`config.mk`:
```
export PLATFORM = sky130hd
export DESIGN_NAME = rcs_spi_master
export DESIGN_NICKNAME = d
export VERILOG_FILES = /design/src/rtl/rcs_pkg.sv /design/src/rtl/rcs_spi_master.sv
export SDC_FILE = /design/constraint.sdc
export NUM_CORES = 1
export LEC_CHECK = 0
export BUFFER_PORTS_ARGS = -buffer_cell sky130_fd_sc_hd__buf_4
export CAP_MARGIN = 30
export CORE_ASPECT_RATIO = 1.25
export CORE_UTILIZATION = 32
export CTS_CLUSTER_SIZE = 28
export DETAILED_ROUTE_END_ITERATION = 8
export HOLD_SLACK_MARGIN = 0.08
export PLACE_DENSITY = 0.51
export SYNTH_ARGS = -nofsm -noshare
export SYNTH_HDL_FRONTEND = slang
export SYNTH_SLANG_ARGS = --single-unit
```
`constraint.sdc`:
```
create_clock -name clk_sys -period 7.6 [get_ports clk_sys]
set_input_delay 0.76 -clock clk_sys [delete_from_list [all_inputs] [get_ports clk_sys]]
set_output_delay 0.76 -clock clk_sys [all_outputs]
set_load 0.005 [all_outputs]
```
`src/rtl/rcs_pkg.sv`:
```
package rcs_pkg;

  // ***************************************************************
  // Bus geometry and limits
  // ***************************************************************
  localparam int RCS_BYTE_W = 8;
  localparam int RCS_CNT_W = 5;
  localparam logic [4:0] RCS_MAX_BYTES = 5'h13;
  localparam logic [4:0] RCS_POWER_MAX_BYTES = 5'h06;
  localparam int RCS_SEL_W = 6;

  // ***************************************************************
  // Timing and sizing defaults
  // ***************************************************************
  localparam int RCS_HALF_DIV = 4;
  localparam int RCS_SVC_BYTES = 1;
  localparam int RCS_FIFO_DEPTH = 16;
  localparam logic [7:0] RCS_IDLE_TX = 8'h00;

  // ***************************************************************
  // Targets and commands
  // ***************************************************************
  typedef enum logic [2:0] {
    RCS_TGT_SHARED,
    RCS_TGT_CODEPLUG,
    RCS_TGT_VOICE,
    RCS_TGT_EXP1,
    RCS_TGT_EXP2,
    RCS_TGT_OPTION
  } rcs_tgt_e;

  typedef struct packed {
    rcs_tgt_e target;
    logic [RCS_CNT_W-1:0] nbytes;
  } rcs_cmd_s;

endpackage : rcs_pkg

```
`src/rtl/rcs_spi_master.sv`:
```
`timescale 1ns/1ps

// ***************************************************************
// Write data buffer
// ***************************************************************
module rcs_fifo #(
  parameter int WIDTH = 8,
  parameter int DEPTH = 16
) (
  input wire logic clk_sys, // System clock.
  input wire logic rst_n, // Asynchronous reset.
  input wire logic in_valid, // Write request.
  output logic in_ready, // Not full.
  input wire logic [WIDTH-1:0] in_data, // Write word.
  output logic out_valid, // Not empty.
  input wire logic out_ready, // Pop request.
  output logic [WIDTH-1:0] out_data, // Head word.
  output logic [$clog2(DEPTH+1)-1:0] count // Words held.
);
  localparam int AW = $clog2(DEPTH);
  localparam int CW = $clog2(DEPTH+1);

  initial begin
    if (DEPTH < 2 || (1 << AW) != DEPTH) begin
      $error("rcs_fifo depth must be a power of two");
    end
  end

  logic [WIDTH-1:0] mem [DEPTH];
  logic [AW-1:0] wr_ptr;
  logic [AW-1:0] rd_ptr;
  wire push = in_valid && in_ready;
  wire pop = out_ready && out_valid;
  wire [CW-1:0] next_count = count + CW'(push) - CW'(pop);

  assign out_valid = (count != '0);
  assign out_data = mem[rd_ptr];

  always_ff @(posedge clk_sys) begin
    if (push) begin
      mem[wr_ptr] <= in_data;
    end
  end

  always_ff @(posedge clk_sys or negedge rst_n) begin
    if (!rst_n) begin
      wr_ptr <= '0;
      rd_ptr <= '0;
      count <= '0;
      in_ready <= 1'b0;
    end else begin
      wr_ptr <= wr_ptr + AW'(push);
      rd_ptr <= rd_ptr + AW'(pop);
      count <= next_count;
      in_ready <= (next_count != CW'(DEPTH));
    end
  end
endmodule : rcs_fifo

// ***************************************************************
// Serial bus master
// ***************************************************************
module rcs_spi_master import rcs_pkg::*; #(
  parameter int HALF_DIV = RCS_HALF_DIV,
  parameter int SVC_BYTES = RCS_SVC_BYTES,
  parameter int FIFO_DEPTH = RCS_FIFO_DEPTH
) (
  input wire logic clk_sys, // System clock.
  input wire logic rst_n, // Asynchronous reset, active low.
  input wire logic cmd_valid, // Transfer request.
  output logic cmd_ready, // Idle and able to take a request.
  input wire rcs_cmd_s cmd, // Target and byte count.
  input wire logic wr_valid, // Outbound byte offered.
  output logic wr_ready, // Buffer has room.
  input wire logic [7:0] wr_data, // Outbound byte.
  output logic rd_valid, // Inbound byte pulse.
  output logic [7:0] rd_data, // Inbound byte.
  output logic busy, // Transfer in progress.
  output logic spi_clk, // Serial clock.
  output logic spi_mosi, // Outbound serial data.
  input wire logic spi_miso, // Inbound serial data.
  input wire logic svc_request, // Option board service request.
  output logic shared_peripheral_select_n, // Shared select.
  output logic codeplug_memory_select_n, // Codeplug select.
  output logic voice_storage_select_n, // Voice storage select.
  output logic expansion_one_select_n, // Expansion one select.
  output logic expansion_two_select_n, // Expansion two select.
  output logic option_board_select_n // Option board select.
);
  localparam int CW = $clog2(FIFO_DEPTH+1);

  initial begin
    if (HALF_DIV < 3 || HALF_DIV > 255) begin
      $error("HALF_DIV must lie in 3..255");
    end
    if (SVC_BYTES < 1 || SVC_BYTES > int'(RCS_MAX_BYTES)) begin
      $error("SVC_BYTES out of range");
    end
  end

  function automatic logic [RCS_SEL_W-1:0] sel_of(input rcs_tgt_e t);
    sel_of = RCS_SEL_W'(1) << t;
  endfunction : sel_of

  typedef enum logic [2:0] {
    ST_IDLE,
    ST_SETUP,
    ST_LOW,
    ST_HIGH,
    ST_HOLD
  } rcs_state_e;

  // ***************************************************************
  // Input synchronisers and buffer
  // ***************************************************************
  logic miso_meta;
  logic miso_s;
  logic svc_meta;
  logic svc_s;

  always_ff @(posedge clk_sys or negedge rst_n) begin
    if (!rst_n) begin
      miso_meta <= 1'b0;
      miso_s <= 1'b0;
      svc_meta <= 1'b0;
      svc_s <= 1'b0;
    end else begin
      miso_meta <= spi_miso;
      miso_s <= miso_meta;
      svc_meta <= svc_request;
      svc_s <= svc_meta;
    end
  end

  logic fifo_pop;
  logic fifo_valid;
  logic [7:0] fifo_data;
  logic [CW-1:0] fifo_count;

  rcs_fifo #(.WIDTH(RCS_BYTE_W), .DEPTH(FIFO_DEPTH)) u_fifo (
    .clk_sys(clk_sys),
    .rst_n(rst_n),
    .in_valid(wr_valid),
    .in_ready(wr_ready),
    .in_data(wr_data),
    .out_valid(fifo_valid),
    .out_ready(fifo_pop),
    .out_data(fifo_data),
    .count(fifo_count)
  );

  // ***************************************************************
  // Sequencer decode
  // ***************************************************************
  rcs_state_e state;
  logic [7:0] div;
  logic [2:0] bit_idx;
  logic [RCS_CNT_W-1:0] bytes_left;
  logic from_fifo;
  logic is_option;
  logic [7:0] tx_sh;
  logic [7:0] rx_sh;
  logic [RCS_SEL_W-1:0] sel_n;

  wire div_end = (div == 8'(HALF_DIV - 1));
  wire [RCS_CNT_W-1:0] nb_req = (cmd.nbytes == '0) ? RCS_CNT_W'(1) :
    (cmd.nbytes > RCS_MAX_BYTES) ? RCS_MAX_BYTES : cmd.nbytes;
  wire fifo_enough = (fifo_count >= CW'(nb_req));
  wire go_cmd = cmd_valid && cmd_ready && fifo_enough;
  wire go_svc = (state == ST_IDLE) && !cmd_valid && svc_s;
  wire load_now = (state == ST_SETUP && div_end) ||
    (state == ST_HIGH && div_end && bit_idx == 3'h0 && bytes_left != 1);
  wire [7:0] next_byte = from_fifo ? fifo_data : RCS_IDLE_TX;
  wire [7:0] next_rx = {rx_sh[6:0], miso_s};
  wire last_done = (state == ST_HIGH) && div_end && bit_idx == 3'h0;

  assign fifo_pop = load_now && from_fifo;

  assign shared_peripheral_select_n = sel_n[RCS_TGT_SHARED];
  assign codeplug_memory_select_n = sel_n[RCS_TGT_CODEPLUG];
  assign voice_storage_select_n = sel_n[RCS_TGT_VOICE];
  assign expansion_one_select_n = sel_n[RCS_TGT_EXP1];
  assign expansion_two_select_n = sel_n[RCS_TGT_EXP2];
  assign option_board_select_n = sel_n[RCS_TGT_OPTION];

  // ***************************************************************
  // Sequencer
  // ***************************************************************
  always_ff @(posedge clk_sys or negedge rst_n) begin
    if (!rst_n) begin
      state <= ST_IDLE;
      div <= 8'h00;
      bit_idx <= 3'h0;
      bytes_left <= '0;
      from_fifo <= 1'b0;
      is_option <= 1'b0;
      tx_sh <= 8'h00;
      rx_sh <= 8'h00;
      sel_n <= '1;
      spi_clk <= 1'b0;
      spi_mosi <= 1'b0;
      cmd_ready <= 1'b0;
      busy <= 1'b0;
      rd_valid <= 1'b0;
      rd_data <= 8'h00;
    end else begin
      rd_valid <= 1'b0;
      div <= div_end ? 8'h00 : div + 8'h01;
      unique case (state)
        ST_IDLE: begin
          div <= 8'h00;
          cmd_ready <= 1'b1;
          if (go_cmd || go_svc) begin
            state <= ST_SETUP;
            cmd_ready <= 1'b0;
            busy <= 1'b1;
            from_fifo <= go_cmd;
            is_option <= go_cmd ? (cmd.target == RCS_TGT_OPTION) : 1'b1;
            bytes_left <= go_cmd ? nb_req : RCS_CNT_W'(SVC_BYTES);
            sel_n <= go_cmd ? ~sel_of(cmd.target) :
              ~sel_of(RCS_TGT_OPTION);
          end
        end
        ST_SETUP: begin
          if (div_end) begin
            state <= ST_LOW;
            tx_sh <= {next_byte[6:0], 1'b0};
            spi_mosi <= next_byte[7];
            bit_idx <= 3'h7;
          end
        end
        ST_LOW: begin
          if (div_end) begin
            state <= ST_HIGH;
            spi_clk <= 1'b1;
          end
        end
        ST_HIGH: begin
          if (div_end) begin
            spi_clk <= 1'b0;
            rx_sh <= next_rx;
            bit_idx <= bit_idx - 3'h1;
            state <= ST_LOW;
            if (bit_idx != 3'h0) begin
              spi_mosi <= tx_sh[7];
              tx_sh <= {tx_sh[6:0], 1'b0};
            end else begin
              bytes_left <= bytes_left - RCS_CNT_W'(1);
              rd_valid <= is_option;
              rd_data <= next_rx;
              if (bytes_left == RCS_CNT_W'(1)) begin
                state <= ST_HOLD;
              end else begin
                tx_sh <= {next_byte[6:0], 1'b0};
                spi_mosi <= next_byte[7];
              end
            end
          end
        end
        ST_HOLD: begin
          if (div_end) begin
            state <= ST_IDLE;
            sel_n <= '1;
            busy <= 1'b0;
            spi_mosi <= 1'b0;
          end
        end
      endcase
    end
  end

  // ***************************************************************
  // Checks
  // ***************************************************************
  logic [7:0] hi_len;

  always_ff @(posedge clk_sys or negedge rst_n) begin
    if (!rst_n) begin
      hi_len <= 8'h00;
    end else begin
      hi_len <= spi_clk ? hi_len + 8'h01 : 8'h00;
    end
  end

  AST_QUIET_IDLE: assert property (@(posedge clk_sys) disable iff (!rst_n)
    (state == ST_IDLE) |-> !spi_clk && (sel_n == '1))
    else $error("clock or select active while idle");
  AST_HIGH_WIDTH: assert property (@(posedge clk_sys) disable iff (!rst_n)
    $fell(spi_clk) |-> (hi_len == 8'(HALF_DIV)))
    else $error("clock high phase has wrong width");
  AST_SEL_BEFORE_CLK: assert property (@(posedge clk_sys)
    disable iff (!rst_n)
    $rose(spi_clk) |-> (sel_n != '1) && $past(sel_n != '1, 2))
    else $error("clock rose without a select asserted");
  AST_MOSI_STABLE: assert property (@(posedge clk_sys) disable iff (!rst_n)
    spi_clk && $past(spi_clk) |-> $stable(spi_mosi))
    else $error("outbound data moved while clock high");
  AST_ONE_SELECT: assert property (@(posedge clk_sys) disable iff (!rst_n)
    $onehot0(~sel_n))
    else $error("more than one select asserted");
  AST_READ_OPTION: assert property (@(posedge clk_sys) disable iff (!rst_n)
    rd_valid |-> !option_board_select_n && $past(last_done))
    else $error("inbound byte outside an option transfer");
  AST_SVC_SELECT: assert property (@(posedge clk_sys) disable iff (!rst_n)
    go_svc |=> !option_board_select_n ##[1:300] spi_clk)
    else $error("service request did not start an option transfer");
  AST_END_RELEASE: assert property (@(posedge clk_sys) disable iff (!rst_n)
    (state == ST_HOLD) && div_end |=> (sel_n == '1) && !spi_clk
    && !busy)
    else $error("select not released at end of transfer");
  AST_BYTE_LIMIT: assert property (@(posedge clk_sys) disable iff (!rst_n)
    (state == ST_SETUP) |-> (bytes_left <= RCS_MAX_BYTES)
    && (bytes_left != '0))
    else $error("byte count outside 1..19");
endmodule : rcs_spi_master

```
== Word-level counts from Yosys, hierarchy flattened ==
Memories as Yosys holds them, arrays and structs flattened.
Index checks and enable logic that the tools add are counted.

* Bitwise operators: 2
* Reductions and logical operators: 34
* Eq/ne operators: 16
* Shift-type cells: 1
* Add/subtract/negate cells: 7
* Multiplexer cells: 47
* $lt $le $gt $ge: 2

{| class="wikitable"
|+ Operators with widths
! cell !! count
|-
| 8-bit two-way mux || 7
|-
| 5-bit two-way mux || 6
|-
| 3-bit two-way mux || 9
|-
| 6-bit two-way mux || 3
|-
| 8-bit one-hot mux with 2 select lines || 1
|-
| 3-bit one-hot mux with 5 select lines || 1
|-
| 1-bit two-way mux || 14
|-
| 6-bit one-hot mux with 2 select lines || 1
|-
| 3-bit AND reduction || 4
|-
| 1-bit logical AND || 11
|-
| 2-bit inequality test, second input constant || 5
|-
| 5-bit one-hot mux with 2 select lines || 1
|-
| 5-bit AND reduction || 2
|-
| 4-bit by 1-bit adder with 4-bit output || 2
|-
| 8-bit by 1-bit adder with 8-bit output, second input constant || 1
|-
| 8-bit by 2-bit == test with 1-bit output, second input constant || 1
|-
| 4-bit AND reduction || 2
|-
| 2-bit nonzero test || 4
|-
| 3-bit by 2-bit == test with 1-bit output, second input constant || 2
|-
| 3-bit == test, second input constant || 2
|-
| 3-bit logical NOT || 2
|-
| 6-bit inverter || 1
|-
| 3-bit one-hot mux with 2 select lines || 1
|-
| 3-bit nonzero test || 2
|-
| 21 further kinds || 24
|}

* Output and inout bits: 20
* Memories kept: 1
* RAM bits: 128
* Logic and storage cells: 133
* Input port bits: 22
* Bits in registers: 73

{| class="wikitable"
|+ Memory list
! memory !! depth !! width !! rd ports !! clocked after Yosys merged registers in !! write ports !! line !! source
|-
| u_fifo.mem || 16 || 8 || 1 || 0 || 1 || rcs_spi_master.sv:29 || <nowiki>logic [WIDTH-1:0] mem [DEPTH];</nowiki>
|}

== Depth between registers and ports, before layout ==
* Depth after elaboration: 9
* Mapped depth: 17
* Gate-level depth less buffers: 15

== Modules after synthesis ==
Synthesis repeated with hierarchy kept, for this count alone.

* Cells, all modules: 564
* Area total of the unflattened synthesis: 8479.4 um^2

{| class="wikitable"
|+ By module, submodules not included
! module !! cells an instance !! instances !! area an instance (um^2)
|-
| rcs_fifo || 296 || 1 || 5644.2
|-
| rcs_spi_master || 268 || 1 || 2835.2
|}

== Worst setup path after synthesis ==
Ideal clock, no wire load.

* Kind: reg-to-reg
* Start: reg div[4]
* End: reg u_fifo.in_ready
* Stages on the path, launching flop included: 17
* Path slack: 3999 ps
* Data arrival time: 3472 ps
* Path buffers: 2
* Setup time: 129 ps
* Cells stage by stage: dfrtp_1 or4_4 or3_1 buf_6 or3_4 buf_6 o22ai_1 and3_1 ha_1 inv_1 ha_1 fa_1 a21oi_1 nor2_1 nor2_1 xnor2_1 nand3b_1

* Word-level cells in the longest chain between the ends: 9
* Elaborated cells on any way between the ends: 10

{| class="wikitable"
|+ RTL lines
! item !! line !! source
|-
| start: declaration || rcs_spi_master.sv:156 || <nowiki>logic [7:0] div;</nowiki>
|-
| start signal: assignment || rcs_spi_master.sv:208 || <nowiki>div <= div_end ? 8'h00 : div + 8'h01;</nowiki>
|-
| 8-bit by 2-bit == test with 1-bit output (*) || rcs_spi_master.sv:165 || <nowiki>wire div_end = (div == 8'(HALF_DIV - 1));</nowiki>
|-
| 1-bit logical AND (2 in series) || - ||
|-
| 1-bit logical AND || rcs_spi_master.sv:172 || <nowiki>(state == ST_HIGH && div_end && bit_idx == 3'h0 && bytes_left != 1);</nowiki>
|-
| 1-bit logical OR (*) || rcs_spi_master.sv:171 || <nowiki>wire load_now = (state == ST_SETUP && div_end) ||</nowiki>
|-
| 1-bit logical AND (*) || rcs_spi_master.sv:177 || <nowiki>assign fifo_pop = load_now && from_fifo;</nowiki>
|-
| 1-bit logical AND (*) || rcs_spi_master.sv:33 || <nowiki>wire pop = out_ready && out_valid;</nowiki>
|-
| 5-bit by 1-bit subtractor with 5-bit output (*) || rcs_spi_master.sv:34 || <nowiki>wire [CW-1:0] next_count = count + CW'(push) - CW'(pop);</nowiki>
|-
| net u_fifo.next_count[4] || rcs_spi_master.sv:34 ||
|-
| 5-bit inequality test (*) || rcs_spi_master.sv:55 || <nowiki>in_ready <= (next_count != CW'(DEPTH));</nowiki>
|-
| end signal: assignment || rcs_spi_master.sv:55 ||
|-
| end: declaration || rcs_spi_master.sv:13 || <nowiki>output logic in_ready,</nowiki>
|}

The timed path passes the listed nets; every way through them passes the cells marked *.
A chain may end at the register's enable or synchronous reset.

== Final worst setup path ==
* Start: reg div[5]
* End: reg u_fifo.in_ready

The elaborated chain is that of the path after synthesis.

==> results.yml <==
global_routing:
  grt_max_degree: 73
  grt_remaining_overflow: 0
  grt_pass1_wl_um: 25600
  grt_pass1_vias: 4651
  grt_use_total_pct: 12.6
  antenna_found_initial: 0
cells_and_area:
  finalNonFillerCells: 910
  nets: 605
  area_growth_pct: 15.0
  fin_util_pct: 37.8
  diodes: 0
  drive_above_1_share_pct: 25.4
synthesis:
  yosysMostFrequentCell: "edfxtp_1"
  synth-seq-cells: 200
  yosysTopAreaCell: "edfxtp_1"
  syn-cell-area_sq_mm: 0.00836
  synthTopCellsByCount: "128 x edfxtp_1, 66 x dfrtp_1, 42 x nor2_1, 40 x mux4_2, 25 x nand2_1"
  synth_fa_ha_area_share_pct: 3.23
  synth_top_area_share_pct: 46.0
  synth_nets: 561
  synthSimpleGateAreaFrac_pct: 7.57
  synth_compound_area_share_pct: 5.15
  synth_edf_count: 128
  synth_top_family_by_area: "multiplexers"
  synthXorXnorAreaFrac_pct: 1.36
  ys_types: 50
  synth.yosys.seq_area_share_pct: 67.6
  synth_ff_type: "edfxtp_1"
  muxShareOfSynthArea_pct: 13.2
  synth_warnings: 0
  avgSynthCellArea_sq_um: 16.1
  yosys-top-cells-area: "edfxtp_1 46%, dfrtp_1 20%, mux4_2 11%"
  syn_inst: 518
  async_reset_ff_share_pct: 36.0
flow_run:
  max_cap_violations: 0
drt:
  drc: 0
  ant_nets: 0
  wire_per_inst_um: 17.3
  drt-initial-drc-count: 226
  routed_via_density: 4.89
  drt_wl_total_um: 15700
  dr.pass1.iters: 4
  routed-via-count: 4454
die:
  initial_utilization_pct: 32.8
  io_pins: 42
  chipWidth_um: 147
  die_h_um: 183
  core_sq_mm: 0.0255
  row_count: 65
  dieArea_sq_mm: 0.0268
outcome:
  outcome: "finished clean"
critical_path:
  critPathCaptureType: "flip-flop"
  arrival_ns: 4.20
  cp-start-kind: "flip-flop"
  crit_type: "reg2reg"
  cpPeakStageDelay_ns: 0.55
  required_ns: 7.90
  cp_slowest_cell: "or4_4"
  path_cells: "or4_4 > or3_1 > or3_4 > o22ai_1 > and3_1 > ha_1 > inv_1 > ha_1 > fa_1 > a21oi_1 > nor2_1 > nor2_1 > xnor2_1 > nand3b_1"
  cp_max_fo: 10
sta:
  holdWs_ns: 0.346
  hold_violations: 0
  rsz0062_at_grt: "false"
  finalSetupViolCount: 0
  max_freq_mhz: 257
  fin_skew_ns: 0.00850
  slew_headroom_pct: 40.4
  final.setup.worst_slack_ns: 3.70
  fin_tns_setup_ns: 0
  period_minus_slack_ns: 3.90
  tightest_slew_ns: 0.893
  finalCritPeriodShare_pct: 51.3
  final_max_slew_viol_count: 0
power_and_ir_drop:
  p_leak_nw: 3.54
  p_per_area_mw_per_mm2: 260
  vdd_drop_max_uv: 146
placement:
  io_buffers: 41
  gp_congestion: 0.810
  dp.cells: 877
  pre_cts_ws_ns: 3.70
  dpl.hpwl_um: 10800
clock_network:
  post_cts_buffers: 0
  cts_resized: 0
  cts.sinks: 200
  htreeDepth: 4
  clkTransAtPathRegs_ns: 0.07
  cts_buffers: 17
  hold_buffers: 0
  cts_max_path_buffers: 2
  tritoncts: "done"
  cts_root_buffer: "clkbuf_16"
  clock_latency_ns: 0.43
hold_path:
  hp-class: "in2async"
[placed cells by master (no fill, tap or decap), types with 3 or more instances in the layout]
master	instances
ha_1	20
nor3_1	9
a22oi_1	6
nand3_1	16
nor2_1	42
mux4_2	40
xnor2_1	4
o22ai_1	5
clkbuf_16	17
and2_1	3
o21ai_1	8
nand2b_1	8
xor2_1	9
mux2_4	8
buf_4	46
a22o_1	3
nand2_1	25
inv_1	15
a31oi_1	3
and3_1	5
dfstp_2	6
o21ai_0	8
a21oi_1	18
nor2b_1	5
inv_6	6
or3_1	3
dfrtp_1	64
mux2_2	7
o22a_1	3
edfxtp_1	128
[critical path, delay by kind of cell (launching register included)]
| kind | cells | cell delay [ns] |
|---|---|---|
| buffers and inverters | 1 | 0.04 |
| AO/OA/AOI/OAI | 2 | 0.35 |
| flip-flops | 1 | 0.42 |
| AND/OR/NAND/NOR | 7 | 2.08 |
| adder cells (fa/ha/maj) | 3 | 0.75 |
| XOR/XNOR | 1 | 0.14 |
[flip-flops by register name, summed over array words and instances, names as in the netlist, 5 cells and up]
signal / cells
rd_data: 8
tx_sh: 7
bytes_left: 5
u_fifo.mem: 128
rx_sh: 7
u_fifo.count: 5
sel_n: 6
div: 8
[final timing paths]
| kind | start | endpoint | slack, ns | depth (start not counted) |
|---|---|---|---|---|
| setup / recovery | div[5]$_DFF_PN0_ | u_fifo.in_ready$_DFF_PN0_ | 3.70 | 14 |
| hold / removal | rst_n | svc_s$_DFF_PN0_ | 0.35 | 2 |
| setup reg to reg | div[5]$_DFF_PN0_ | u_fifo.in_ready$_DFF_PN0_ | 3.70 | 14 |
| hold reg to reg | svc_meta$_DFF_PN0_ | svc_s$_DFF_PN0_ | 0.36 | 0 |
| max in group asynchronous | rst_n | sel_n[3]$_DFFE_PN1P_ | 6.93 | 2 |
| min in group clk_sys | svc_meta$_DFF_PN0_ | svc_s$_DFF_PN0_ | 0.36 | 0 |
[area by class of cell]
| type | count | area (sq um) |
|---|---|---|
| Clock inverter | 15 | 140 |
| Multi-Input combinational cell | 281 | 2550 |
| Fill cell | 2387 | 15800 |
| Timing Repair Buffer | 47 | 373 |
| Tap cell | 335 | 419 |
| Inverter | 15 | 56.3 |
| Sequential cell | 200 | 5660 |
| Clock buffer | 17 | 425 |
[stage by stage]
stage	cell area [sq um]	power [mW]
2_1_floorplan	8360	1.54
3_3_place_gp	9020	1.64
3_5_place_dp	9020	1.66
4_1_cts	9590	2.53
5_1_grt	9620	2.61
6_report	9620	2.50
[where the power goes]
| part | internal [mW] | leakage [nW] | switching [mW] |
|---|---|---|---|
| Clock | 0.460 | 0.277 | 0.407 |
| Sequential | 1.27 | 2.03 | 0.0494 |
| Combinational | 0.124 | 1.23 | 0.190 |
| Total | 1.85 | 3.54 | 0.647 |
[kinds of logic (layout without fill, tap and decap cells)]
logic type	count (synthesis)	after routing
xor+xnor	13	13
flops	200	200
mux	55	55
fa+ha+maj	21	21
buf+inv	37	94
compound gates	65	65
simple gates	127	127
[layer usage]
layer / wire length [um] / global-route usage (%) / up-vias
met1: 6830 / 15.8 / 2277
met5: 0 / 0 / -
li1: - / - / 2062
met3: 626 / 2.73 / 13
met4: 169 / 4.00 / 0
met2: 8120 / 21.5 / 102
No activity file was read; power rests on OpenSTA's default activity.
